[config.mk]
export PLATFORM = sky130hd
export DESIGN_NAME = uirp_port
export DESIGN_NICKNAME = d
export VERILOG_FILES = /design/src/uirp_pkg.sv /design/src/uirp_port.sv
export SDC_FILE = /design/constraint.sdc
export NUM_CORES = 1
export LEC_CHECK = 0
export ABC_AREA = 1
export BUFFER_PORTS_ARGS = -buffer_cell sky130_fd_sc_hd__buf_4
export CAP_MARGIN = 15
export CORE_MARGIN = 5
export CORE_UTILIZATION = 54
export DETAILED_ROUTE_END_ITERATION = 10
export GPL_ROUTABILITY_DRIVEN = 0
export HOLD_SLACK_MARGIN = 0.06
export PLACE_DENSITY = 0.79
export SLEW_MARGIN = 20
export SYNTH_ARGS = -nofsm -noshare
export SYNTH_HDL_FRONTEND = slang
export SYNTH_SLANG_ARGS = --single-unit
export TNS_END_PERCENT = 30
[constraint.sdc]
create_clock -name sys_clk -period 1.45 [get_ports sys_clk]
set_input_delay 0.2175 -clock sys_clk [delete_from_list [all_inputs] [get_ports sys_clk]]
set_output_delay 0.2175 -clock sys_clk [all_outputs]
set_load 0.01 [all_outputs]
[src/uirp_pkg.sv]
// constants and types for the indirect register port
// assumes an 8-bit special-function-register bus and a byte-wide core register set
package uirp_pkg;

    // special-function-register offsets
    localparam logic [7:0] UIRP_SFR_ADDR_CTRL = 8'h96;
    localparam logic [7:0] UIRP_SFR_ADDR_DATA = 8'h97;

    // address/control register fields
    localparam int UIRP_BUSY_BIT = 7;
    localparam int UIRP_AUTO_BIT = 6;
    localparam int UIRP_ADDR_MSB = 5;

    // values after reset
    localparam logic [5:0] UIRP_ADDR_RESET = 6'h00;
    localparam logic UIRP_AUTO_RESET = 1'b0;
    localparam logic [7:0] UIRP_DATA_RESET = 8'h00;
    localparam logic [3:0] UIRP_INDEX_RESET = 4'h0;

    // core addresses: interrupt flags and enables
    localparam logic [5:0] UIRP_CA_IN_FLAGS = 6'h02;
    localparam logic [5:0] UIRP_CA_OUT_FLAGS = 6'h04;
    localparam logic [5:0] UIRP_CA_COMMON_FLAGS = 6'h06;
    localparam logic [5:0] UIRP_CA_IN_ENABLES = 6'h07;
    localparam logic [5:0] UIRP_CA_OUT_ENABLES = 6'h09;
    localparam logic [5:0] UIRP_CA_COMMON_ENABLES = 6'h0B;
    // core addresses: common registers
    localparam logic [5:0] UIRP_CA_FUNC_ADDR = 6'h00;
    localparam logic [5:0] UIRP_CA_POWER = 6'h01;
    localparam logic [5:0] UIRP_CA_FRAME_LOW = 6'h0C;
    localparam logic [5:0] UIRP_CA_FRAME_HIGH = 6'h0D;
    localparam logic [5:0] UIRP_CA_INDEX = 6'h0E;
    localparam logic [5:0] UIRP_CA_CLOCK_RECOVERY = 6'h0F;
    localparam logic [5:0] UIRP_CA_EP_ENABLE = 6'h1E;
    localparam logic [5:0] UIRP_CA_FIFO_FIRST = 6'h20;
    localparam logic [5:0] UIRP_CA_FIFO_LAST = 6'h22;
    // core addresses: indexed registers
    localparam logic [5:0] UIRP_CA_IN_CSR_LOW = 6'h11;
    localparam logic [5:0] UIRP_CA_IN_CSR_HIGH = 6'h12;
    localparam logic [5:0] UIRP_CA_OUT_CSR_LOW = 6'h14;
    localparam logic [5:0] UIRP_CA_OUT_CSR_HIGH = 6'h15;
    localparam logic [5:0] UIRP_CA_OUT_COUNT_LOW = 6'h16;
    localparam logic [5:0] UIRP_CA_OUT_COUNT_HIGH = 6'h17;

    // endpoint select codes
    localparam logic [3:0] UIRP_EP_ZERO = 4'h0;
    localparam logic [3:0] UIRP_EP_ONE = 4'h1;
    localparam logic [3:0] UIRP_EP_TWO = 4'h2;

    typedef enum logic [2:0] {
        UIRP_TGT_NONE,
        UIRP_TGT_DIRECT,
        UIRP_TGT_FIFO,
        UIRP_TGT_INDEXED,
        UIRP_TGT_INDEX
    } uirp_target_t;

    typedef enum logic [1:0] {
        UIRP_IDLE,
        UIRP_READ,
        UIRP_WRITE
    } uirp_state_t;

endpackage

[src/uirp_port.sv]
// indirect register port: two special-function registers reaching the usb core registers
// assumes single-cycle sfr read/write strobes and a core that answers each access with core_ack
//
// Contract
// - data register accesses go to the core register at the six-bit target address.
// - writing one to busy starts a core read; writing zero does nothing.
// - busy reads one during a core access, zero once data is valid.
// - with auto-read set, each data register read launches the next read, same address.
// - address load and busy set in one write start the read at the new address.
// - in, out and common event flags decode at 0x02, 0x04, 0x06.
// - in, out and common event enables decode at 0x07, 0x09, 0x0B.
// - function address, power, frame low at 0x00, 0x01, 0x0C; frame high follows.
// - endpoint index, clock recovery, endpoint enable decode at 0x0E, 0x0F, 0x1E.
// - indexed in high, out low, out high status at 0x12, 0x14, 0x15.
// - endpoint-zero status shares 0x11, byte count shares 0x16; count high at 0x17.
// - indexed registers act on the endpoint last written to the index register.
// - endpoint select codes 0000, 0001, 0010 pick endpoints; higher codes reserved.
`timescale 1ns/10ps
`default_nettype none

module uirp_port
    import uirp_pkg::*;
(
    input wire logic sys_clk,
    input wire logic nrst,
    input wire logic [7:0] sfr_addr,
    input wire logic sfr_wr,
    input wire logic sfr_rd,
    input wire logic [7:0] sfr_wdata,
    output logic [7:0] sfr_rdata,
    output logic core_rd,
    output logic core_wr,
    output logic [5:0] core_addr,
    output logic [7:0] core_wdata,
    output logic [1:0] core_ep,
    output logic core_fifo,
    input wire logic [7:0] core_rdata,
    input wire logic core_ack
);

    uirp_state_t state_reg;
    uirp_state_t state_next;
    logic [5:0] addr_reg;
    logic [5:0] addr_next;
    logic auto_reg;
    logic auto_next;
    logic [7:0] data_reg;
    logic [7:0] data_next;
    logic [3:0] index_reg;
    logic [3:0] index_next;
    logic [5:0] acc_addr_reg;
    logic [5:0] acc_addr_next;
    logic [7:0] acc_wdata_reg;
    logic [7:0] acc_wdata_next;
    uirp_target_t acc_tgt_reg;
    uirp_target_t acc_tgt_next;
    logic [7:0] rdata_reg;
    logic [7:0] rdata_next;

    logic busy;
    logic ctrl_wr;
    logic data_wr;
    logic data_rd;
    logic core_side;
    logic start_read;
    logic start_write;
    logic start_auto;

    // classify a core address against the current endpoint select
    // reserved selects and registers that endpoint zero lacks fall to none
    function automatic uirp_target_t uirp_decode(input logic [5:0] ca, input logic [3:0] endpoint_select_field);
        uirp_target_t t;
        logic ep_valid;
        logic ep_zero;
        t = UIRP_TGT_NONE;
        ep_valid = (endpoint_select_field == UIRP_EP_ZERO) || (endpoint_select_field == UIRP_EP_ONE) || (endpoint_select_field == UIRP_EP_TWO);
        ep_zero = (endpoint_select_field == UIRP_EP_ZERO);
        case (ca)
            UIRP_CA_IN_FLAGS, UIRP_CA_OUT_FLAGS, UIRP_CA_COMMON_FLAGS,
            UIRP_CA_IN_ENABLES, UIRP_CA_OUT_ENABLES, UIRP_CA_COMMON_ENABLES,
            UIRP_CA_FUNC_ADDR, UIRP_CA_POWER, UIRP_CA_FRAME_LOW, UIRP_CA_FRAME_HIGH,
            UIRP_CA_CLOCK_RECOVERY, UIRP_CA_EP_ENABLE: t = UIRP_TGT_DIRECT;
            UIRP_CA_INDEX: t = UIRP_TGT_INDEX;
            // endpoint zero only has its control/status and byte count
            UIRP_CA_IN_CSR_LOW, UIRP_CA_OUT_COUNT_LOW: t = ep_valid ? UIRP_TGT_INDEXED : UIRP_TGT_NONE;
            UIRP_CA_IN_CSR_HIGH, UIRP_CA_OUT_CSR_LOW, UIRP_CA_OUT_CSR_HIGH,
            UIRP_CA_OUT_COUNT_HIGH: t = (ep_valid && !ep_zero) ? UIRP_TGT_INDEXED : UIRP_TGT_NONE;
            default: t = (ca >= UIRP_CA_FIFO_FIRST && ca <= UIRP_CA_FIFO_LAST) ? UIRP_TGT_FIFO : UIRP_TGT_NONE;
        endcase
        return t;
    endfunction

    // busy covers every access, local ones included, so polling is uniform
    assign busy = (state_reg != UIRP_IDLE);
    assign ctrl_wr = sfr_wr && (sfr_addr == UIRP_SFR_ADDR_CTRL);
    assign data_wr = sfr_wr && (sfr_addr == UIRP_SFR_ADDR_DATA);
    assign data_rd = sfr_rd && (sfr_addr == UIRP_SFR_ADDR_DATA);
    // launch requests; only taken while idle, so one arriving while busy is dropped, not queued
    assign start_read = ctrl_wr && sfr_wdata[UIRP_BUSY_BIT];
    assign start_write = data_wr;
    assign start_auto = data_rd && auto_reg;
    assign core_side = (acc_tgt_reg == UIRP_TGT_DIRECT) || (acc_tgt_reg == UIRP_TGT_FIFO)
        || (acc_tgt_reg == UIRP_TGT_INDEXED);

    // core strobes hold until the core acknowledges
    assign core_rd = (state_reg == UIRP_READ) && core_side;
    assign core_wr = (state_reg == UIRP_WRITE) && core_side;
    assign core_addr = acc_addr_reg;
    assign core_wdata = acc_wdata_reg;
    assign core_ep = index_reg[1:0];
    assign core_fifo = (acc_tgt_reg == UIRP_TGT_FIFO);
    assign sfr_rdata = rdata_reg;

    // access sequencing and software-visible register updates
    always_comb begin
        state_next = state_reg;
        addr_next = addr_reg;
        auto_next = auto_reg;
        data_next = data_reg;
        index_next = index_reg;
        acc_addr_next = acc_addr_reg;
        acc_wdata_next = acc_wdata_reg;
        acc_tgt_next = acc_tgt_reg;
        // address and auto-read may change any time; the access in flight keeps its own copy
        if (ctrl_wr) begin
            addr_next = sfr_wdata[UIRP_ADDR_MSB:0];
            auto_next = sfr_wdata[UIRP_AUTO_BIT];
        end
        unique case (state_reg)
            UIRP_IDLE: begin
                if (start_read) begin
                    // start at the newly written address, not the old one
                    state_next = UIRP_READ;
                    acc_addr_next = sfr_wdata[UIRP_ADDR_MSB:0];
                    acc_tgt_next = uirp_decode(sfr_wdata[UIRP_ADDR_MSB:0], index_reg);
                end else if (start_write) begin
                    state_next = UIRP_WRITE;
                    acc_addr_next = addr_reg;
                    acc_wdata_next = sfr_wdata;
                    acc_tgt_next = uirp_decode(addr_reg, index_reg);
                end else if (start_auto) begin
                    // streaming reads keep the target address untouched
                    state_next = UIRP_READ;
                    acc_addr_next = addr_reg;
                    acc_tgt_next = uirp_decode(addr_reg, index_reg);
                end
            end
            UIRP_READ: begin
                if (acc_tgt_reg == UIRP_TGT_NONE) begin
                    data_next = UIRP_DATA_RESET;
                    state_next = UIRP_IDLE;
                end else if (acc_tgt_reg == UIRP_TGT_INDEX) begin
                    data_next = {4'h0, index_reg};
                    state_next = UIRP_IDLE;
                end else if (core_ack) begin
                    data_next = core_rdata;
                    state_next = UIRP_IDLE;
                end
            end
            UIRP_WRITE: begin
                if (acc_tgt_reg == UIRP_TGT_INDEX) begin
                    index_next = acc_wdata_reg[3:0];
                    state_next = UIRP_IDLE;
                end else if (acc_tgt_reg == UIRP_TGT_NONE || core_ack) begin
                    state_next = UIRP_IDLE;
                end
            end
        endcase
    end

    always_ff @(posedge sys_clk or negedge nrst) begin
        if (!nrst) begin
            state_reg <= UIRP_IDLE;
            addr_reg <= UIRP_ADDR_RESET;
            auto_reg <= UIRP_AUTO_RESET;
            data_reg <= UIRP_DATA_RESET;
            index_reg <= UIRP_INDEX_RESET;
            acc_addr_reg <= UIRP_ADDR_RESET;
            acc_wdata_reg <= UIRP_DATA_RESET;
            acc_tgt_reg <= UIRP_TGT_NONE;
        end else begin
            state_reg <= state_next;
            addr_reg <= addr_next;
            auto_reg <= auto_next;
            data_reg <= data_next;
            index_reg <= index_next;
            acc_addr_reg <= acc_addr_next;
            acc_wdata_reg <= acc_wdata_next;
            acc_tgt_reg <= acc_tgt_next;
        end
    end

    // sfr read data is registered; it appears the cycle after the read strobe
    always_comb begin
        rdata_next = rdata_reg;
        if (sfr_rd) begin
            if (sfr_addr == UIRP_SFR_ADDR_CTRL) begin
                rdata_next = {busy, auto_reg, addr_reg};
            end else if (sfr_addr == UIRP_SFR_ADDR_DATA) begin
                rdata_next = data_reg;
            end else begin
                rdata_next = UIRP_DATA_RESET;
            end
        end
    end

    always_ff @(posedge sys_clk or negedge nrst) begin
        if (!nrst) begin
            rdata_reg <= UIRP_DATA_RESET;
        end else begin
            rdata_reg <= rdata_next;
        end
    end

endmodule

`default_nettype wire

Yosys cells after proc, flatten, opt, wreduce, memory -nomap -nowiden
Index checks and enable logic that the tools add are counted.

Flip-flop bits (word level): 46. Input bits: 29. Output and inout bits: 27. Word-level logic and storage cells: 124.

Order comparisons: 4. Eq/ne operators: 49. Muxes and demuxes: 26. Bitwise logic cells: 1. Reductions and logical operators: 35.

Operator list (count): $eq A6 B5 Y1 const B (14); $eq A6 B4 Y1 const B (12); $mux W8 (5); $eq A6 B3 Y1 const B (6); $mux W2 (12); $pmux W3 S4 (2); $reduce_or A12 Y1 (2); $mux W6 (3); $eq A8 B8 Y1 const B (2); $eq A6 B1 Y1 const B (2); $eq A6 B2 Y1 const B (2); $ge A6 B6 Y1 const B (2); $le A6 B6 Y1 const B (2); $logic_not A6 Y1 (2); $logic_and A1 B1 Y1 (10); $mux W3 (3); $reduce_or A4 Y1 (2); $eq A3 B2 Y1 const B (2); $pmux W2 S3 (1); $reduce_and A2 Y1 (3); $reduce_and A3 Y1 (2); $reduce_bool A3 Y1 (2); $logic_or A1 B1 Y1 (5); $eq A4 B1 Y1 const B (1); 15 further kinds (16).

Logic depth before layout (Yosys ltp)
Depth after elaboration: 9. Mapped depth: 11.

Least setup slack after synthesis
Ideal clock, no wire load.

Kind: register to register. From: register state_reg[0]. To: register acc_wdata_reg[7], in the netlist core_wdata[7]. Arrival: 1119 ps. Data required time: 1332 ps. Path slack: 213 ps. Cell stages (with the launch flop): 7. Clock period less this slack: 1237 ps. Path through: dfrtp_1 inv_1 ha_1 nand3_4 buf_6 nand2_1 o21ai_2.

Cells in the longest elaborated chain, start to end: 2.

Ends and longest elaborated chain: start, declared (RTL line uirp_port.sv:41) `uirp_state_t state_reg;`; start signal, assigned (RTL line uirp_port.sv:182) `state_reg <= state_next;`; $logic_not A2 Y1 (RTL line uirp_port.sv:129) `unique case (state_reg)`; $reduce_and A3 Y1 (no line); end signal, assigned (RTL line uirp_port.sv:188) `acc_wdata_reg <= acc_wdata_next;`; end, declared (RTL line uirp_port.sv:53) `logic [7:0] acc_wdata_reg;`.

No other way between the ends. A chain may end at the register's enable or synchronous reset.

Worst setup path in the final report
From: register state_reg[1]. To: output core_rd.

Cells in the longest elaborated chain, start to end: 2.

Ends and longest elaborated chain: $eq A2 B1 Y1 (RTL line uirp_port.sv:106) `assign core_rd = (state_reg == UIRP_READ) && core_side;`; $logic_and A1 B1 Y1 (RTL line uirp_port.sv:106); end, declared (RTL line uirp_port.sv:31) `output logic core_rd,`.

No other way between the ends.

==> results.txt <==
Status -> finished with violations
Failing checks -> setup timing
Wire per inst -> 13.9 µm
Worst r2r src -> acc_tgt_reg[1]
Worst hold margin -> 0.155 ns
Die ar. -> 0.00635 mm²
Critical Path RT -> 1.23 ns
Root buffer cell -> clkbuf_8
Final setup vio count -> 2
HP Start -> core_rdata[7]
CP bufs+invs -> 3
Fin area -> 0.00338 mm²
Crit-path cells -> inv_2 > ha_4 > inv_2 > nor3_2 > buf_4
Initial drt markers -> 175
Core Region -> 0.00472 mm²
Clock skew -> 0.00752 ns
Layout cell share with drive strength beyond 1 -> 0.306
Initial core utilization -> 0.555
Post-synthesis sequential area ratio -> 0.439
Yosys cell types -> 36
Worst Path Arrival -> 1.28 ns
CTS sink cnt -> 46
Critical Path Start Type -> register
Overflow after GRT -> 0
Clock Latency Late Sink -> 0.30 ns
First-pass GRT wire length -> 11100 µm
Number of diodes -> 0
Placed cell area -> 0.00315 mm²
Initial antenna violation count -> 0
Top Ports -> 56
Slew headroom -> 0.625
All-layer global routing usage -> 0.222
Final slew viol count -> 0
Most common cell after layout, fill and taps aside -> nand2_1
Post-layout min period -> 1.49 ns
Nets@finish -> 443
Clock-pin transition on the worst setup and hold timing paths -> 0.08 ns
Syn_area_per_cell -> 7.71 µm²
CP max stage delay -> 0.44 ns
CTS tree -> built
Synth top area share -> 0.439
Crit Path Class -> reg2out
Drt pass-1 iters -> 4
Commonest non-fill, non-tap cells in the layout -> nand2_1, buf_4, dfrtp_1, inv_1, nand3_1
CP endpoint kind -> output pin
Synth Instances -> 340
Clk buf depth -> 2
Most numerous cell on the critical path -> inv_2
Worst r2r path cells -> 6
Final Hold Fails -> 0
# DRC -> 0
Chip width -> 79.7 µm
Die Span Y -> 79.7 µm
Via count -> 2440
CP max stage cell -> dfrtp_1
Synth warnings -> 0
H-tree depth -> 2
Cell taking the most area after synthesis -> dfrtp_1
Largest cells by area after synthesis -> dfrtp_1, nand2_1, nand3_1
Critical path launch point -> state_reg[1]
Buffers on Ports -> 55
RSZ-0062 raised after global routing -> true
Critical path depth in cells -> 5
Final WL -> 6640 µm
Num CTS Buffers -> 5
Fin crit share -> 1.03
Max IR drop VDD -> 874 µV
Syn Nets -> 372
R2R Path End -> data_reg[1]
Routed Antenna Nets -> 0
Avg Vias per Cell -> 5.09
Power density cells -> 1010 mW/mm²
Post-Syn Area -> 0.00262 mm²
Max-Cap Viols -> 0
Area delta synth->final -> 29.0%
Hold Crit Class -> in2reg
Leakage -> 1.72 nW
Worst path top cell family by delay -> flip-flops
Worst setup path endpoint -> core_rd
Final HPWL DP -> 4920 µm
Row Count -> 25
Max Fclk -> 669 MHz
Synthesized flop and latch total -> 46
Largest net degree at the start of global routing -> 47
Setup slack after layout -> -0.0437 ns
Number of global-route vias before repair -> 2431
Worst-margin pin slew -> 0.562 ns
Critical Path Fanout Max -> 3
R2r setup slk -> 0.06 ns
-- power breakdown --
| group | internal (W) | switching (W) |
|---|---|---|
| combinational | 0.000439 | 0.000545 |
| clock | 0.000516 | 0.000407 |
| sequential | 0.00140 | 0.0000912 |
| total | 0.00236 | 0.00104 |
-- layer usage --
metal | up-vias | routed length (µm) | part of all wire | global-route usage
li1 | 1239 | - | - | -
met1 | 1120 | 2900 | 0.44 | 0.301
met2 | 69 | 3200 | 0.48 | 0.360
met3 | 12 | 427 | 0.064 | 0.0508
met4 | 0 | 110 | 0.017 | 0.0550
met5 | - | 0 | 0 | 0
-- kinds of logic (layout without fill, tap and decap cells) --
logic type                 after synthesis  count (layout)  synth area share
and+or+nand+nor                        182             182             0.319
muxes                                    4               4            0.0172
buffers and inverters                   51             123            0.0816
adders and majority gates                3               3            0.0143
AOI/OAI and AO/OA                       54              54             0.129
DFF                                     46              46             0.439
-- worst register-to-register path: cells and delay by family, from the launching register on --
kind / cells / cell delay, ns
compound gates: 2 / 0.32
simple gates: 2 / 0.30
flops: 1 / 0.43
buf+inv: 2 / 0.26
-- worst min-delay path by stage --
| stage | to | depth (start not counted) |
|---|---|---|
| CTS | data_reg[6] | 3 |
| global route | data_reg[5] | 3 |
| floorplan | acc_tgt_reg[0] | 0 |
| finish | data_reg[7] | 3 |
| global placement | data_reg[6] | 1 |
| detailed placement | data_reg[7] | 1 |
-- area by class of cell --
class	instances	area, µm²
clock buffers	7	76.3
clock inverters	1	30.0
fillers	371	1340
inverters	41	155
multi-input cells	243	1310
flip-flops and latches	46	1160
well taps	67	83.8
repair buffers	74	566
-- synth_stat cells --
library cell / count
nand4_1: 1
nand3b_1: 2
dfrtp_1: 46
nand2_4: 1
o21ai_1: 14
nor3b_1: 2
nand4_4: 1
o2111ai_1: 1
nor2_2: 2
buf_4: 3
clkinv_2: 1
inv_2: 4
inv_1: 35
o21ai_0: 11
a31oi_1: 4
o21ai_2: 8
nor2_1: 24
buf_2: 2
clkinv_1: 1
a21oi_4: 1
buf_6: 1
nand3_4: 1
ha_1: 3
nor2_4: 4
nand2_1: 108
nand3_1: 30
o211ai_1: 4
clkbuf_1: 3
buf_1: 1
nand3_2: 3
nand2_2: 2
mux2_2: 4
a21oi_2: 1
o311ai_0: 1
nor3_1: 1
a21oi_1: 9
-- metrics by stage --
| step | util | std cells | power, W | setup slack (ns) | setup TNS, ns |
|---|---|---|---|---|---|
| finish | 0.716 | 479 | 0.00340 | -0.0437 | -0.0692 |
| global route | 0.716 | 479 | 0.00359 | -0.0959 | -0.295 |
| CTS | 0.702 | 476 | 0.00328 | -0.0327 | -0.0627 |
| detailed placement | 0.667 | 464 | 0.00229 | 0.0419 | 0 |
| global placement | 0.667 | 464 | 0.00227 | 0.0688 | 0 |
| floorplan | - | 340 | 0.00197 | 0.213 | 0 |
-- what timing repair did --
| item | in CTS | in global routing |
|---|---|---|
| pin swaps | 1 | 1 |
| endpoints found under the setup margin | 2 | 19 |
| endpoints found under the hold margin | 46 | 0 |
| buffers inserted | 3 | 3 |
| hold buffers | 1 | 0 |
| resized for setup | 9 | 12 |
Power figures use the tool's default switching activity.
